--- src/mesb_pkg.sv ---
package mesb_pkg;

  // Bus geometry: byte address, one aligned 32-bit word per register
  localparam int ADR_W = 10;
  localparam int DAT_W = 32;

  // Register indices; byte address is four times the index
  localparam logic [7:0] IDX_ERR1 = 8'h40;
  localparam logic [7:0] IDX_ERR2 = 8'h41;
  localparam logic [7:0] IDX_ERR3 = 8'h42;
  localparam logic [7:0] IDX_ERR4 = 8'h43;
  localparam logic [7:0] IDX_SLEEP = 8'h50;
  localparam logic [7:0] IDX_OPTM1 = 8'h51;
  localparam logic [7:0] IDX_OPTM2 = 8'h52;
  localparam logic [7:0] IDX_OPTM3 = 8'h53;
  localparam logic [7:0] IDX_OPTM4 = 8'h54;
  localparam logic [7:0] IDX_CONFIG = 8'h55;
  localparam logic [7:0] IDX_STATUS = 8'h56;
  localparam logic [7:0] IDX_LIVE1 = 8'h57;
  localparam logic [7:0] IDX_LIVE2 = 8'h58;
  localparam logic [7:0] IDX_LIVE3 = 8'h59;
  localparam logic [7:0] IDX_LIVE4 = 8'h5A;

  // Reset values
  localparam logic [7:0] RST_BYTE = 8'h00;
  localparam logic [1:0] RST_SLEEP = 2'h0;
  localparam logic [2:0] RST_CONFIG = 3'h0;
  // Pin filter reset: the second regulator-hot pin is active low
  localparam logic [3:0] RST_PINS = 4'h2;

  // Sleep state codes
  localparam logic [1:0] SLP_S0 = 2'h0;
  localparam logic [1:0] SLP_S1 = 2'h1;
  localparam logic [1:0] SLP_S3 = 2'h2;
  localparam logic [1:0] SLP_S45 = 2'h3;

  // Configuration bit positions
  localparam int CFG_ASF_BIT = 0;
  localparam int CFG_ALERT_EN_BIT = 1;
  localparam int CFG_OLD_VID_BIT = 2;
  // Status bit position
  localparam int STS_SUMMARY_BIT = 0;

  // Pin vector positions
  localparam int PIN_REG1_HOT = 0;
  localparam int PIN_REG2_HOT_N = 1;
  localparam int PIN_FUSE_A = 2;
  localparam int PIN_FUSE_B = 3;

  // Implemented bits of the first register
  localparam logic [7:0] ERR1_VALID = 8'h3F;
  // Sleep masks: fixed (always in S3/S4-5) and optional (per mask reg)
  localparam logic [7:0] FIX_MASK1 = 8'h30;
  localparam logic [7:0] OPT_MASK1 = 8'h03;
  localparam logic [7:0] FIX_MASK2 = 8'hFF;
  localparam logic [7:0] OPT_MASK2 = 8'h00;
  localparam logic [7:0] FIX_MASK3 = 8'h47;
  localparam logic [7:0] OPT_MASK3 = 8'h38;
  localparam logic [7:0] FIX_MASK4 = 8'h3C;
  localparam logic [7:0] OPT_MASK4 = 8'hC3;

  // Condition inputs from the comparators and fault detectors
  typedef struct packed {
    logic [3:0] zone_limit;
    logic [15:0] analog_limit;
    logic diode_1a_fault;
    logic diode_1b_fault;
    logic diode_2a_fault;
    logic diode_2b_fault;
    logic [1:0] core_volt_mismatch;
  } mesb_events_s;

  // Mask applied to one register in the current sleep state
  function automatic logic [7:0] mesb_eff_mask(
    input logic [7:0] fixed,
    input logic [7:0] opt,
    input logic [7:0] opt_reg,
    input logic sleeping
  );
    mesb_eff_mask = sleeping ? (fixed | (opt & opt_reg)) : 8'h00;
  endfunction : mesb_eff_mask

endpackage : mesb_pkg

--- src/mesb_sticky8.sv ---
`timescale 1ns/1ns
module mesb_sticky8
  import mesb_pkg::*;
(
  input wire logic clk_i,
  input wire logic rst_n_i,
  input wire logic [7:0] cond_i,
  input wire logic [7:0] mask_i,
  input wire logic [7:0] clr_i,
  output logic [7:0] q_o
);

  logic [7:0] q_q;
  logic [7:0] q_d;
  logic [7:0] set_w;

  // A masked event never sets; an unmasked one sets every cycle it lasts
  assign set_w = cond_i & ~mask_i;
  // Set beats clear, so a live unmasked condition cannot be cleared
  assign q_d = set_w | (q_q & ~clr_i);
  assign q_o = q_q;

  // Sticky storage
  always_ff @(posedge clk_i or negedge rst_n_i)
  begin
    if (!rst_n_i)
      q_q <= RST_BYTE;
    else
      q_q <= q_d;
  end

endmodule : mesb_sticky8

--- src/mesb_top.sv ---
`timescale 1ns/1ns
// Overview of operation
// - Zone 1 out of limits sets bit 0
// - Zone 2 out of limits sets bit 1
// - Zones 3, 4 set bits 2, 3, unmasked
// - Regulator-hot inputs set bits 4, 5, sleep-masked
// - Analog inputs 1-8 set second register bits
// - Analog inputs 9-16 set third register bits
// - Inputs 9-11,15 masked; 12-14 optionally masked
// - Analog input 16 never masked by sleep
// - Diode 1b/1a faults set bits 0, 6
// - Diode 2b/2a faults set bits 1, 7
// - Fuse inputs set bits 2, 3, masked
// - Fuse bits enabled only in older mode
// - Core 1 voltage mismatch sets bit 4
// - Core 2 voltage mismatch sets bit 5
// - Bits sticky; clear blocked while live, unmasked
// - Read clears in ASF mode; W1C always
// - Any bit sets summary flag; alert only when enabled
// - Host sets sleep state; optional masks apply
module mesb_top
  import mesb_pkg::*;
(
  input wire logic MCLK_I,
  input wire logic RESETN_I,
  input wire logic WB_CYC_I,
  input wire logic WB_STB_I,
  input wire logic WB_WE_I,
  input wire logic [ADR_W-1:0] WB_ADR_I,
  input wire logic [3:0] WB_SEL_I,
  input wire logic [DAT_W-1:0] WB_DAT_I,
  output logic [DAT_W-1:0] WB_DAT_O,
  output logic WB_ACK_O,
  input wire mesb_events_s EVENTS_I,
  input wire logic REGULATOR1_HOT_INPUT_I,
  input wire logic REGULATOR2_HOT_INPUT_N_I,
  input wire logic FUSE_MONITOR_INPUT_A_I,
  input wire logic FUSE_MONITOR_INPUT_B_I,
  output logic SUMMARY_ERROR_FLAG_O,
  output logic ALERT_O
);

  // Bus state
  logic ack_q;
  logic [DAT_W-1:0] dat_q;

  // Software-owned control state
  logic [1:0] sleep_q;
  logic [7:0] optm1_q;
  logic [7:0] optm2_q;
  logic [7:0] optm3_q;
  logic [7:0] optm4_q;
  logic [2:0] cfg_q;

  // Derived outputs
  logic summary_q;
  logic alert_q;

  // Pin synchronisers and agreement filter
  logic [3:0] pin_raw;
  logic [3:0] pin_s1_q;
  logic [3:0] pin_s2_q;
  logic [3:0] pin_s3_q;
  logic [3:0] pin_q;
  logic [3:0] pin_d;

  // Sticky error bits
  logic [7:0] err1;
  logic [7:0] err2;
  logic [7:0] err3;
  logic [7:0] err4;

  // Bus decode wires
  logic acc_w;
  logic wr_w;
  logic rd_w;
  logic [7:0] idx_w;
  logic [7:0] wbyte_w;
  logic [7:0] rbyte_w;
  logic rd_clear_w;

  // Condition, mask and clear wires
  logic sleeping_w;
  logic old_vid_w;
  logic reg1_hot_w;
  logic reg2_hot_w;
  logic [7:0] cond1_w;
  logic [7:0] cond2_w;
  logic [7:0] cond3_w;
  logic [7:0] cond4_w;
  logic [7:0] mask1_w;
  logic [7:0] mask2_w;
  logic [7:0] mask3_w;
  logic [7:0] mask4_w;
  logic [7:0] clr1_w;
  logic [7:0] clr2_w;
  logic [7:0] clr3_w;
  logic [7:0] clr4_w;
  logic any_err_w;

  // Live conditions after masking, one byte per bank
  logic [7:0] live1_w;
  logic [7:0] live2_w;
  logic [7:0] live3_w;
  logic [7:0] live4_w;

  // Wishbone access: one access per request, ack blocks a second take
  assign acc_w = WB_CYC_I & WB_STB_I & ~ack_q;
  // Only byte lane 0 carries register data; other lanes are ignored
  assign wr_w = acc_w & WB_WE_I & WB_SEL_I[0];
  assign rd_w = acc_w & ~WB_WE_I;
  assign idx_w = WB_ADR_I[9:2];
  assign wbyte_w = WB_DAT_I[7:0];

  // Pins arrive from off-chip and pass three flops
  assign pin_raw = {FUSE_MONITOR_INPUT_B_I, FUSE_MONITOR_INPUT_A_I,
                    REGULATOR2_HOT_INPUT_N_I, REGULATOR1_HOT_INPUT_I};
  // A change is taken only when the second and third stages agree
  assign pin_d = (pin_s2_q & pin_s3_q) | (pin_q & (pin_s2_q | pin_s3_q));

  // Synchroniser chain and filtered level
  // Reset to each pin's idle level so leaving reset is never an event
  always_ff @(posedge MCLK_I or negedge RESETN_I)
  begin
    if (!RESETN_I)
    begin
      pin_s1_q <= RST_PINS;
      pin_s2_q <= RST_PINS;
      pin_s3_q <= RST_PINS;
      pin_q <= RST_PINS;
    end
    else
    begin
      pin_s1_q <= pin_raw;
      pin_s2_q <= pin_s1_q;
      pin_s3_q <= pin_s2_q;
      pin_q <= pin_d;
    end
  end

  assign sleeping_w = (sleep_q == SLP_S3) || (sleep_q == SLP_S45);
  assign old_vid_w = cfg_q[CFG_OLD_VID_BIT];
  assign reg1_hot_w = pin_q[PIN_REG1_HOT];
  // Second regulator-hot pin is active low
  assign reg2_hot_w = ~pin_q[PIN_REG2_HOT_N];

  // zones 3 and 4 into bits 2, 3
  // regulator-hot events into bits 4, 5
  assign cond1_w = {2'b00, reg2_hot_w, reg1_hot_w, EVENTS_I.zone_limit}
                   & ERR1_VALID;
  assign cond2_w = EVENTS_I.analog_limit[7:0];
  assign cond3_w = EVENTS_I.analog_limit[15:8];
  // diode 1b bit 0, diode 1a bit 6
  // diode 2b bit 1, diode 2a bit 7
  // fuse inputs into bits 2, 3
  // fuse bits gated by older mode
  assign cond4_w = {EVENTS_I.diode_2a_fault,
                    EVENTS_I.diode_1a_fault,
                    EVENTS_I.core_volt_mismatch[1],
                    EVENTS_I.core_volt_mismatch[0],
                    pin_q[PIN_FUSE_B] & old_vid_w,
                    pin_q[PIN_FUSE_A] & old_vid_w,
                    EVENTS_I.diode_2b_fault,
                    EVENTS_I.diode_1b_fault};

  // optional masks only touch optional bits
  // zone 3 and 4 bits absent from both masks
  // bit 7 of the third register in neither mask
  assign mask1_w = mesb_eff_mask(FIX_MASK1, OPT_MASK1, optm1_q, sleeping_w);
  assign mask2_w = mesb_eff_mask(FIX_MASK2, OPT_MASK2, optm2_q, sleeping_w);
  assign mask3_w = mesb_eff_mask(FIX_MASK3, OPT_MASK3, optm3_q, sleeping_w);
  assign mask4_w = mesb_eff_mask(FIX_MASK4, OPT_MASK4, optm4_q, sleeping_w);

  // Live view: what would set each bank at the next edge
  assign live1_w = cond1_w & ~mask1_w;
  assign live2_w = cond2_w & ~mask2_w;
  assign live3_w = cond3_w & ~mask3_w;
  assign live4_w = cond4_w & ~mask4_w;

  // Clear pattern for one sticky bank: write-one offers the written bits,
  // a read-clear offers all eight. The bank's own set logic still keeps a
  // bit whose condition is live and unmasked, so no event is lost here.
  function automatic logic [7:0] clr_bits(
    input logic [7:0] own_idx,
    input logic [7:0] idx,
    input logic wr,
    input logic rd_clr,
    input logic [7:0] wbyte
  );
    logic hit;
    hit = (idx == own_idx);
    clr_bits = ({8{hit & wr}} & wbyte) | {8{hit & rd_clr}};
  endfunction : clr_bits

  // read clears only in ASF mode; write-one always clears
  assign rd_clear_w = rd_w & cfg_q[CFG_ASF_BIT];
  assign clr1_w = clr_bits(IDX_ERR1, idx_w, wr_w, rd_clear_w, wbyte_w);
  assign clr2_w = clr_bits(IDX_ERR2, idx_w, wr_w, rd_clear_w, wbyte_w);
  assign clr3_w = clr_bits(IDX_ERR3, idx_w, wr_w, rd_clear_w, wbyte_w);
  assign clr4_w = clr_bits(IDX_ERR4, idx_w, wr_w, rd_clear_w, wbyte_w);

  // sticky bits, clear refused while live and unmasked
  // set has priority over clear inside each bank
  mesb_sticky8 u_err1 (
    .clk_i(MCLK_I),
    .rst_n_i(RESETN_I),
    .cond_i(cond1_w),
    .mask_i(mask1_w),
    .clr_i(clr1_w),
    .q_o(err1)
  );

  mesb_sticky8 u_err2 (
    .clk_i(MCLK_I),
    .rst_n_i(RESETN_I),
    .cond_i(cond2_w),
    .mask_i(mask2_w),
    .clr_i(clr2_w),
    .q_o(err2)
  );

  mesb_sticky8 u_err3 (
    .clk_i(MCLK_I),
    .rst_n_i(RESETN_I),
    .cond_i(cond3_w),
    .mask_i(mask3_w),
    .clr_i(clr3_w),
    .q_o(err3)
  );

  mesb_sticky8 u_err4 (
    .clk_i(MCLK_I),
    .rst_n_i(RESETN_I),
    .cond_i(cond4_w),
    .mask_i(mask4_w),
    .clr_i(clr4_w),
    .q_o(err4)
  );

  // Read selection; data is the value before any read-clear lands
  // The live view lets software tell a stale bit from a present condition
  // reserved bits of the first register read as zero
  assign rbyte_w =
    (idx_w == IDX_ERR1)   ? (err1 & ERR1_VALID) :
    (idx_w == IDX_ERR2)   ? err2 :
    (idx_w == IDX_ERR3)   ? err3 :
    (idx_w == IDX_ERR4)   ? err4 :
    (idx_w == IDX_SLEEP)  ? {6'h00, sleep_q} :
    (idx_w == IDX_OPTM1)  ? (optm1_q & OPT_MASK1) :
    (idx_w == IDX_OPTM2)  ? (optm2_q & OPT_MASK2) :
    (idx_w == IDX_OPTM3)  ? (optm3_q & OPT_MASK3) :
    (idx_w == IDX_OPTM4)  ? (optm4_q & OPT_MASK4) :
    (idx_w == IDX_CONFIG) ? {5'h00, cfg_q} :
    (idx_w == IDX_STATUS) ? {7'h00, summary_q} :
    (idx_w == IDX_LIVE1)  ? live1_w :
    (idx_w == IDX_LIVE2)  ? live2_w :
    (idx_w == IDX_LIVE3)  ? live3_w :
    (idx_w == IDX_LIVE4)  ? live4_w :
    8'h00;

  // Ack one cycle after the request; unmapped words still ack with zero
  always_ff @(posedge MCLK_I or negedge RESETN_I)
  begin
    if (!RESETN_I)
    begin
      ack_q <= 1'b0;
      dat_q <= '0;
    end
    else
    begin
      ack_q <= acc_w;
      if (rd_w)
        dat_q <= {24'h000000, rbyte_w};
    end
  end

  // host writes sleep state and optional mask registers
  // Only optional bits are stored, so software can never lift a fixed
  // sleep mask; the fixed ones are wired from package constants
  always_ff @(posedge MCLK_I or negedge RESETN_I)
  begin
    if (!RESETN_I)
    begin
      sleep_q <= RST_SLEEP;
      optm1_q <= RST_BYTE;
      optm2_q <= RST_BYTE;
      optm3_q <= RST_BYTE;
      optm4_q <= RST_BYTE;
      cfg_q <= RST_CONFIG;
    end
    else if (wr_w)
    begin
      if (idx_w == IDX_SLEEP)
        sleep_q <= wbyte_w[1:0];
      if (idx_w == IDX_OPTM1)
        optm1_q <= wbyte_w & OPT_MASK1;
      if (idx_w == IDX_OPTM2)
        optm2_q <= wbyte_w & OPT_MASK2;
      if (idx_w == IDX_OPTM3)
        optm3_q <= wbyte_w & OPT_MASK3;
      if (idx_w == IDX_OPTM4)
        optm4_q <= wbyte_w & OPT_MASK4;
      if (idx_w == IDX_CONFIG)
        cfg_q <= wbyte_w[2:0];
    end
  end

  // any sticky bit raises the summary flag
  assign any_err_w = |{err1, err2, err3, err4};

  // Summary and alert are registered so the pins never glitch
  // Limitation: both lag the sticky bits by one cycle
  always_ff @(posedge MCLK_I or negedge RESETN_I)
  begin
    if (!RESETN_I)
    begin
      summary_q <= 1'b0;
      alert_q <= 1'b0;
    end
    else
    begin
      summary_q <= any_err_w;
      // alert follows the flag when enabled
      alert_q <= any_err_w & cfg_q[CFG_ALERT_EN_BIT];
    end
  end

  assign WB_ACK_O = ack_q;
  assign WB_DAT_O = dat_q;
  assign SUMMARY_ERROR_FLAG_O = summary_q;
  assign ALERT_O = alert_q;

endmodule : mesb_top

--- config.mk ---
export PLATFORM = sky130hd
export DESIGN_NAME = mesb_top
export DESIGN_NICKNAME = d
export VERILOG_FILES = /design/src/mesb_pkg.sv /design/src/mesb_sticky8.sv /design/src/mesb_top.sv
export SDC_FILE = /design/constraint.sdc
export NUM_CORES = 1
export LEC_CHECK = 0
export ABC_AREA = 0
export ABC_CLOCK_PERIOD_IN_PS = 2300
export BUFFER_PORTS_ARGS = -buffer_cell sky130_fd_sc_hd__buf_2
export CAP_MARGIN = 10
export CORE_MARGIN = 3
export CORE_UTILIZATION = 50
export CTS_CLUSTER_DIAMETER = 100
export DETAILED_ROUTE_END_ITERATION = 10
export PLACE_DENSITY = 0.77
export SYNTH_ARGS = -nofsm -noshare
export SYNTH_HDL_FRONTEND = slang
export SYNTH_SLANG_ARGS = --single-unit
--- constraint.sdc ---
create_clock -name MCLK_I -period 2.3 [get_ports MCLK_I]
set_clock_uncertainty 0.05 [all_clocks]
set_input_delay 0.115 -clock MCLK_I [delete_from_list [all_inputs] [get_ports MCLK_I]]
set_output_delay 0.115 -clock MCLK_I [all_outputs]
set_load 0.05 [all_outputs]
==> results of run 1 <==
[state kept, by name (all words and copies together), names as in the netlist]
signal / flops
sleep_q: 2
optm3_q: 3
u_err2.q_o: 8
optm4_q: 4
ALERT_O: 1
pin_q: 4
pin_s1_q: 4
optm1_q: 2
WB_DAT_O: 8
SUMMARY_ERROR_FLAG_O: 1
u_err4.q_o: 8
cfg_q: 3
pin_s3_q: 4
pin_s2_q: 4
u_err1.q_o: 8
WB_ACK_O: 1
u_err3.q_o: 8
[per-layer routing]
| layer | track usage [%] | up-vias |
|---|---|---|
| met2 | 44.5 | 341 |
| met5 | 0 | - |
| met1 | 39.1 | 1841 |
| met4 | 11.1 | 0 |
| li1 | - | 1686 |
| met3 | 6.65 | 54 |
[cell type report]
cell class	count	area, µm²	share of cell area (%)
Multi-Input combinational cell	295	2030	40.0
Tap cell	102	128	2.51
Inverter	4	15.0	0.296
Clock buffer	9	124	2.44
Clock inverter	7	95.1	1.87
Sequential cell	73	1830	36.1
Timing Repair Buffer	123	853	16.8
[cell families (layout without fill, tap and decap cells)]
group           after synthesis  after routing  synth area share (%)
compound gates              106            106                  20.2
xor+xnor                      1              1                 0.215
fa+ha+maj                     4              4                 0.984
buf+inv                      49            143                  7.13
flops                        73             73                  45.0
mux                          27             27                  7.87
other cells                   1             24                0.0922
simple gates                133            133                  18.5
[cell usage in the layout (no fill, tap or decap), types with 4 or more instances in the layout]
master	count
dfrtp_1	69
clkbuf_8	9
mux2_2	20
nor4_1	11
buf_2	62
a21boi_0	5
nand4_1	5
buf_4	31
maj3_1	4
nor2b_1	7
o21ai_0	14
a211oi_1	4
a21oi_1	13
mux2i_1	5
inv_1	4
nor3_1	7
o31ai_1	7
a31o_2	11
a32o_1	20
nor2_1	12
a311oi_1	4
conb_1	24
dfstp_2	4
dlygate4sd3_1	29
nand2b_1	5
nand2_1	54
o22ai_1	5
nand3_1	8
[worst min-delay path by stage]
stage	startpoint	to	slack, ps	cells past startpoint
after floorplan	RESETN_I	ALERT_O	-230	0
after global placement	RESETN_I	pin_s1_q[2]	80	1
after detailed placement	RESETN_I	pin_s1_q[3]	90	1
after CTS	WB_DAT_I[2]	cfg_q[2]	3	2
after global routing	WB_DAT_I[3]	optm3_q[3]	10	2
final	WB_DAT_I[2]	cfg_q[2]	10	2
[through the flow]
stage               worst slack, ps  instances  hold WS, ps
global route                    134        613         14.0
finish                          169        613         11.7
detailed placement              149        568         92.3
CTS                             282        613         3.30
global placement                171        568         80.0
floorplan                       107        417         -231
[power breakdown]
group,switching (µW),internal [µW]
Clock,517,610
Sequential,27.0,1320
Combinational,319,151
==> flow_summary_export.csv, run 1 <==
group,metric,value,unit
cells_and_area,antennaDiodeCount,0,
synth,yosysSeqAreaShare,45.0,%
grt,grt_pass1_wl,19600,µm
synth,netlist_top_cells_count,"69 x dfrtp_1, 54 x nand2_1, 24 x buf_4",
sta,slew_headroom,55.4,%
sta,report.final.slew_viol_count,0,
sta,rsz0062_at_grt,"false",
critical_path,critical_path.top_delay_family,"compound AO/OA/AOI/OAI gates",
floorplanning,die_x,96.2,µm
cells_and_area,fin_area,5080,µm²
detailed_routing,route.met3.wl,1520,µm
synth,yosys-top-cells-area,"dfrtp_1 42%, mux2_2 5.5%, nand2_1 5.0%",
critical_path,end_kind,"register",
synth,ys_async_sr_fraction,100,%
detailed_routing,wl_met2,5720,µm
critical_path,reg2reg_to,"WB_DAT_O[7]",
sta,timing.fmax,469,MHz
synth,syn-cell-area,4070,µm²
synth,yosys.area.top_type_share,42.4,%
floorplanning,start_util,52.1,%
synth,postSynthCellCount,394,
critical_path,reg2reg_from,"sleep_q[1]",
cells_and_area,syn_to_final_growth,24.8,%
clock_network,cts_tree,"yes",
sta,fin_crit,2130,ps
critical_path,cp_max_fo,15,
detailed_routing,wire_per_inst,20.5,µm
cells_and_area,layout-drive-gt1-share,31.5,%
placement,post_dp_cell_area,4570,µm²
placement,gp_congestion,0.989,
synth,syn_area_per_cell,10.3,µm²
detailed_routing,ant_nets,0,
critical_path,crit_path_cell_trace,"nor2b_1 > a22oi_1 > a21oi_1 > a311oi_1 > o31ai_1",
placement,portBuffers,62,
grt,track_usage,28.7,%
floorplanning,rows,32,
power_and_ir_drop,p_leak,0.00207,µW
sta,layout_worst_path_cycle_share,92.6,%
detailed_routing,viasPerCell,6.40,
cells_and_area,nets,587,
floorplanning,fp.dieH,96.2,µm
grt,antenna_found_initial,0,
flow_run,drv_cap,0,
sta,setup_viol,0,
grt,grt_pass1_vias,3607,
synth,yosysMostFrequentCell,"dfrtp_1",
power_and_ir_drop,total_power,2950,µW
clock_network,cts_num_sinks,73,
clock_network,cts_hold_buffers,29,
synth,ys_types,61,
clock_network,cts.path.max_buffers,2,
synth,synth_flop_cell,"dfrtp_1",
power_and_ir_drop,p_per_area,580,nW/µm²
placement,dpl.hpwl,8770,µm
critical_path,crit_path_end,"WB_DAT_O[7]",
clock_network,cts_resized,0,
clock_network,clk_latency,370,ps
synth,yosysTopAreaCell,"dfrtp_1",
grt,overflow,0,
clock_network,cts_setup_buffers,0,
critical_path,crit_buf_inv,0,
detailed_routing,firstDrtPassIters,5,
detailed_routing,drc_errors,0,
synth,yosysWarnings,0,
critical_path,crit_required,2480,ps
detailed_routing,drt_iter0_markers,472,
critical_path,cpPeakStageDelay,780,ps
detailed_routing,vias,3922,
critical_path,rrSetupSlack,170,ps
cells_and_area,fill_cells,620,
synth,synth_edf_count,0,
worst_hold_path,min_path_type,"in -> reg",
sta,setup_tns,0,ps
run_status,status,"complete, no violations",
clock_network,ctsHtreeMaxLevel,3,
sta,worstMarginPinSlew,670,ps
critical_path,crit_type,"reg -> reg",
grt,grt_max_degree,50,
clock_network,root_buffer,"clkbuf_8",
critical_path,slowest_stage,"dfrtp_1",
cells_and_area,fin_util,65.1,%
critical_path,critPathLaunchType,"register",
power_and_ir_drop,ir_worst_vdd,0.349,mV
floorplanning,core-area,7810,µm²
floorplanning,die_area,9260,µm²
critical_path,path_depth,5,
clock_network,clkTransAtPathRegs,80,ps
critical_path,startpoint,"sleep_q[1]",
sta,timing_hold_violations_final,0,
detailed_routing,wirelength,12500,µm
synth,synth-seq-cells,73,
critical_path,reg2reg_depth,5,
detailed_routing,wl_met1,4890,µm
detailed_routing,maxUsedRoutingLayer,"met4",
floorplanning,io_pins,116,
clock_network,cts_made_buffers,9,
critical_path,cp_data_arrival_time,2310,ps
(Power assumes the default switching activity.)
==> run 2, diff against run 1 <==
--- a/constraint.sdc
+++ b/constraint.sdc
@@ -4,2 +4,2 @@
 set_output_delay 0.115 -clock MCLK_I [all_outputs]
-set_load 0.05 [all_outputs]
+set_load 0.1 [all_outputs]
==> flow_summary_export.csv, run 2 (same netlist as run 1, synthesis figures left out) <==
group,metric,value,unit
power_and_ir_drop,p_sw,975,µW
critical_path,reg2reg_to,"optm3_q[5]",
floorplanning,io_pins,116,
power_and_ir_drop,clkPwrFrac,32.1,%
placement,portBuffers,62,
cells_and_area,antennaDiodeCount,0,
placement,gp_congestion,0.973,
floorplanning,rows,32,
critical_path,startpoint,"WB_ACK_O",
clock_network,cts_tree,"yes",
critical_path,crit_required,2470,ps
grt,grt_max_degree,43,
clock_network,cts_made_buffers,9,
critical_path,reg2reg_from,"WB_ACK_O",
cells_and_area,layout-drive-gt1-share,31.3,%
clock_network,ctsHtreeMaxLevel,3,
clock_network,cts.path.max_buffers,2,
floorplanning,start_util,52.1,%
detailed_routing,drt_iter0_markers,492,
cells_and_area,layout_common_cells,"68 x dfrtp_1, 62 x buf_2, 54 x nand2_1",
floorplanning,die_area,9260,µm²
power_and_ir_drop,p_seq_share,46.7,%
floorplanning,fp.dieH,96.2,µm
clock_network,clk_latency,350,ps
flow_run,drv_cap,0,
clock_network,root_buffer,"clkbuf_8",
worst_hold_path,min_from,"WB_DAT_I[3]",
floorplanning,die_x,96.2,µm
detailed_routing,drc_errors,0,
sta,setup_viol,0,
sta,layout_worst_path_cycle_share,88.3,%
grt,grt_pass1_wl,19600,µm
critical_path,cp_max_fo,7,
power_and_ir_drop,p_leak,0.00204,µW
critical_path,critPathLaunchType,"register",
sta,timing_hold_violations_final,0,
critical_path,reg2reg_depth,6,
sta,rsz0062_at_grt,"false",
sta,fin_crit,2030,ps
detailed_routing,wire_per_inst,20.7,µm
detailed_routing,ant_nets,0,
sta,timing.fmax,492,MHz
detailed_routing,wirelength,12600,µm
power_and_ir_drop,pwr-share-comb,21.3,%
cells_and_area,final_common_cell,"dfrtp_1",
grt,overflow,0,
clock_network,cts_num_sinks,73,
clock_network,cts_hold_buffers,27,
power_and_ir_drop,internal_power,1920,µW
sta,report.final.slew_viol_count,0,
critical_path,cp_data_arrival_time,2210,ps
sta,setup_tns,0,ps
cells_and_area,nets,581,
placement,post_dp_cell_area,4570,µm²
placement,dpl.hpwl,9000,µm
power_and_ir_drop,ir_worst_vdd,0.329,mV
grt,track_usage,28.4,%
detailed_routing,vias,3867,
critical_path,rrSetupSlack,270,ps
clock_network,clkTransAtPathRegs,90,ps
cells_and_area,fill_cells,615,
detailed_routing,firstDrtPassIters,5,
grt,grt_pass1_vias,3671,
critical_path,crit_type,"reg -> reg",
critical_path,crit_path_end,"optm3_q[5]",
clock_network,cts_resized,0,
cells_and_area,fin_area,5020,µm²
floorplanning,core-area,7810,µm²
worst_hold_path,min_path_type,"in -> reg",
detailed_routing,viasPerCell,6.37,
grt,antenna_found_initial,0,
cells_and_area,syn_to_final_growth,23.3,%
power_and_ir_drop,p_per_area,577,nW/µm²
critical_path,end_kind,"register",
power_and_ir_drop,swShare,33.7,%
run_status,status,"complete, no violations",
clock_network,cts_setup_buffers,0,
-- run 2: cell types whose count changed in the layout (fill, tap and decap cells not counted), sizes merged --
cell,before,now
bufinv,2,0
buf,94,90
dlygate4sd3,29,27
clkbuf,9,11
clkinvlp,1,2
clkinv,4,3
-- run 2: worst min path at each step --
stage,cells past startpoint,end,slack (ps)
CTS,2,optm3_q[3],10
detailed placement,1,u_err2.q_o[5],20
global route,2,optm3_q[3],30
finish,2,optm3_q[3],30
floorplan,0,ALERT_O,-230
global placement,1,pin_s1_q[3],10
-- run 2: metal layers --
layer	track usage [%]	routed length, µm	vias up
met1	39.9	5150	1851
met2	42.3	5600	291
met4	13.3	485	0
li1	-	-	1678
met5	0	0	-
met3	5.16	1340	47
-- run 2: area by class of cell --
type                       instances  area (µm²)  area share, %
multi-input combinational        295        2030           40.5
tap                              102         128           2.54
sequential                        73        1830           36.5
inverter                           4        15.0          0.299
clock inverter                     5        30.0          0.598
timing repair buffer             117         828           16.5
clock buffer                      11         151           3.02
-- run 2: worst max-delay path: stages, from the launching register on --
cell	delay [ps]
dfrtp_2	400
and3b_1	260
nand3_1	280
nor3_1	290
buf_4	160
nand2_1	150
mux2_2	330
-- run 2: power by group through the flow --
stage	Clock (µW)	Combinational, µW	Sequential (µW)
final	929	615	1350
after global routing	988	651	1360
after CTS	939	610	1350
after detailed placement	0	575	1380
after global placement	0	571	1370
after floorplan	0	328	1480
-- run 2: per-stage QoR --
step | hold WS, ps | power, µW | std cells | utilization, % | setup WS, ps
final | 32.8 | 2900 | 607 | 64.3 | 268
after global routing | 31.9 | 2990 | 607 | 64.3 | 183
after CTS | 14.9 | 2900 | 607 | 64.3 | 287
after detailed placement | 19.8 | 1950 | 564 | 58.5 | 163
after global placement | 14.4 | 1950 | 564 | 58.5 | 195
after floorplan | -231 | 1810 | 417 | - | 58.9
==> run 3, diff against run 2 <==
- ABC_CLOCK_PERIOD_IN_PS: 2300 -> 1900
- clock period: 2.3 -> 1.9 ns (I/O delays scaled with it)
==> flow_summary_export.csv, run 3 (same netlist as run 1, synthesis figures left out) <==
group,metric,value,unit
critical_path,crit_path_cell_trace,"and3b_2 > buf_4 > and2_4 > nand4_1 > buf_4 > a32o_1",
critical_path,rrSetupSlack,50,ps
sta,worstMarginPinSlew,560,ps
detailed_routing,wire_per_inst,20.4,µm
clock_network,root_buffer,"clkbuf_8",
clock_network,clk_latency,360,ps
cells_and_area,syn_to_final_growth,31.4,%
critical_path,reg2reg_from,"WB_ACK_O",
floorplanning,fp.dieH,96.2,µm
power_and_ir_drop,ir_worst_vdd,0.348,mV
detailed_routing,vias,4004,
critical_path,crit_required,2100,ps
critical_path,startpoint,"WB_ACK_O",
detailed_routing,ant_nets,0,
critical_path,reg2reg_depth,6,
clock_network,cts_made_buffers,9,
placement,portBuffers,62,
power_and_ir_drop,total_power,3700,µW
power_and_ir_drop,p_per_area,692,nW/µm²
sta,rsz0062_at_grt,"false",
critical_path,path_depth,6,
detailed_routing,viasPerCell,6.26,
critical_path,cpPeakStageDelay,470,ps
grt,grt_pass1_wl,20400,µm
floorplanning,core-area,7810,µm²
clock_network,cts_tree,"yes",
sta,timing_hold_violations_final,0,
critical_path,cpMostUsedCell,"buf_4",
detailed_routing,maxUsedRoutingLayer,"met4",
placement,gp_congestion,0.983,
clock_network,cts_num_sinks,73,
critical_path,critPathLaunchType,"register",
floorplanning,die_area,9260,µm²
critical_path,cp_max_fo,5,
critical_path,crit_buf_inv,2,
sta,layout_worst_path_cycle_share,97.6,%
sta,setup_viol,0,
grt,track_usage,29.8,%
grt,overflow,0,
grt,antenna_found_initial,1,
critical_path,reg2reg_to,"u_err2.q_o[0]",
flow_run,drv_cap,0,
detailed_routing,drt_iter0_markers,394,
placement,dpl.hpwl,9380,µm
floorplanning,io_pins,116,
sta,hold_slack,19.2,ps
power_and_ir_drop,p_leak,0.00222,µW
placement,place_inst,591,
detailed_routing,wirelength,13100,µm
sta,slew_headroom,62.4,%
critical_path,crit_type,"reg -> reg",
grt,grt_pass1_vias,3960,
cells_and_area,nets,613,
clock_network,cts.path.max_buffers,2,
critical_path,end_kind,"register",
critical_path,crit_path_end,"u_err2.q_o[0]",
detailed_routing,wl_met1,5230,µm
critical_path,cp_data_arrival_time,2050,ps
placement,post_dp_cell_area,4820,µm²
floorplanning,rows,32,
sta,setup_tns,0,ps
detailed_routing,firstDrtPassIters,5,
floorplanning,start_util,52.1,%
worst_hold_path,min_path_type,"in -> reg",
detailed_routing,wl_met2,6050,µm
clock_network,clkTransAtPathRegs,90,ps
critical_path,critical_path.top_delay_family,"simple AND/OR/NAND/NOR gates",
cells_and_area,layout-drive-gt1-share,36.3,%
grt,grt_max_degree,36,
clock_network,ctsHtreeMaxLevel,3,
detailed_routing,drc_errors,0,
cells_and_area,final_common_cell,"dfrtp_1",
sta,report.final.slew_viol_count,0,
cells_and_area,layout_common_cells,"67 x dfrtp_1, 62 x buf_2, 54 x nand2_1, 54 x buf_4, 30 x dlygate4sd3_1",
critical_path,slowest_stage,"dfrtp_4",
cells_and_area,fin_area,5350,µm²
floorplanning,die_x,96.2,µm
sta,timing.fmax,539,MHz
sta,fin_crit,1850,ps
run_status,status,"complete, no violations",
detailed_routing,route.met3.wl,1340,µm
cells_and_area,stdcell_count,640,
## run 3: cell count changes in the layout (fill, tap and decap cells not counted), sizes merged, moves of 2 or more
cell | before | now
buf | 90 | 118
inv | 4 | 6
dlygate4sd3 | 27 | 30
clkbuf | 11 | 9
clkinv | 3 | 1
## run 3: where the power goes
part | switching, µW | internal, µW | leakage, µW
sequential | 33.5 | 1600 | 0.000815
combinational | 577 | 208 | 0.00131
clock | 657 | 617 | 0.0000925
total | 1270 | 2430 | 0.00222
## run 3: area by class of cell
cell class / count / area, µm²
flip-flops and latches: 73 / 1840
fillers: 607 / 2460
repair buffers: 148 / 1060
clock buffers: 9 / 124
multi-input cells: 296 / 2100
well taps: 102 / 128
inverters: 4 / 15.0
diodes: 1 / 2.50
clock inverters: 7 / 78.8
## run 3: stage by stage
stage	utilization (%)	worst slack, ps
2_1_floorplan	-	-70.3
3_3_place_gp	61.7	-22.1
3_5_place_dp	61.7	-67.4
4_1_cts	68.3	15.2
5_1_grt	68.5	3.38
6_report	68.5	45.2
## run 3: timing repair
action                                  in CTS  in global routing
resized for setup                            0                  3
pin swaps                                    0                  3
buffers inserted                             1                  0
endpoints found under the setup margin       5                 16
cloned                                       1                  0
hold buffers                                30                  0
hold endpoints to repair                    73                  0
## run 3: how the worst min path moves through the flow
stage,slack [ps],start,cells past startpoint,to
floorplan,-250,RESETN_I,0,ALERT_O
global placement,9,RESETN_I,1,WB_DAT_O[0]
detailed placement,5,RESETN_I,1,WB_DAT_O[7]
CTS,7,WB_DAT_I[2],2,cfg_q[2]
global route,20,WB_DAT_I[2],2,cfg_q[2]
finish,20,WB_DAT_I[2],2,cfg_q[2]
## run 3: per-layer routing
metal / up-vias / global-route usage (%)
li1: 1740 / -
met3: 47 / 5.08
met4: 0 / 14.5
met1: 1918 / 40.3
met2: 299 / 45.9
met5: - / 2.98
## run 3: worst reg2reg max path: stages (launching register included)
cell	delay, ps
dfrtp_4	470
and3b_2	270
buf_4	130
and2_4	210
nand4_1	160
buf_4	200
a32o_1	250
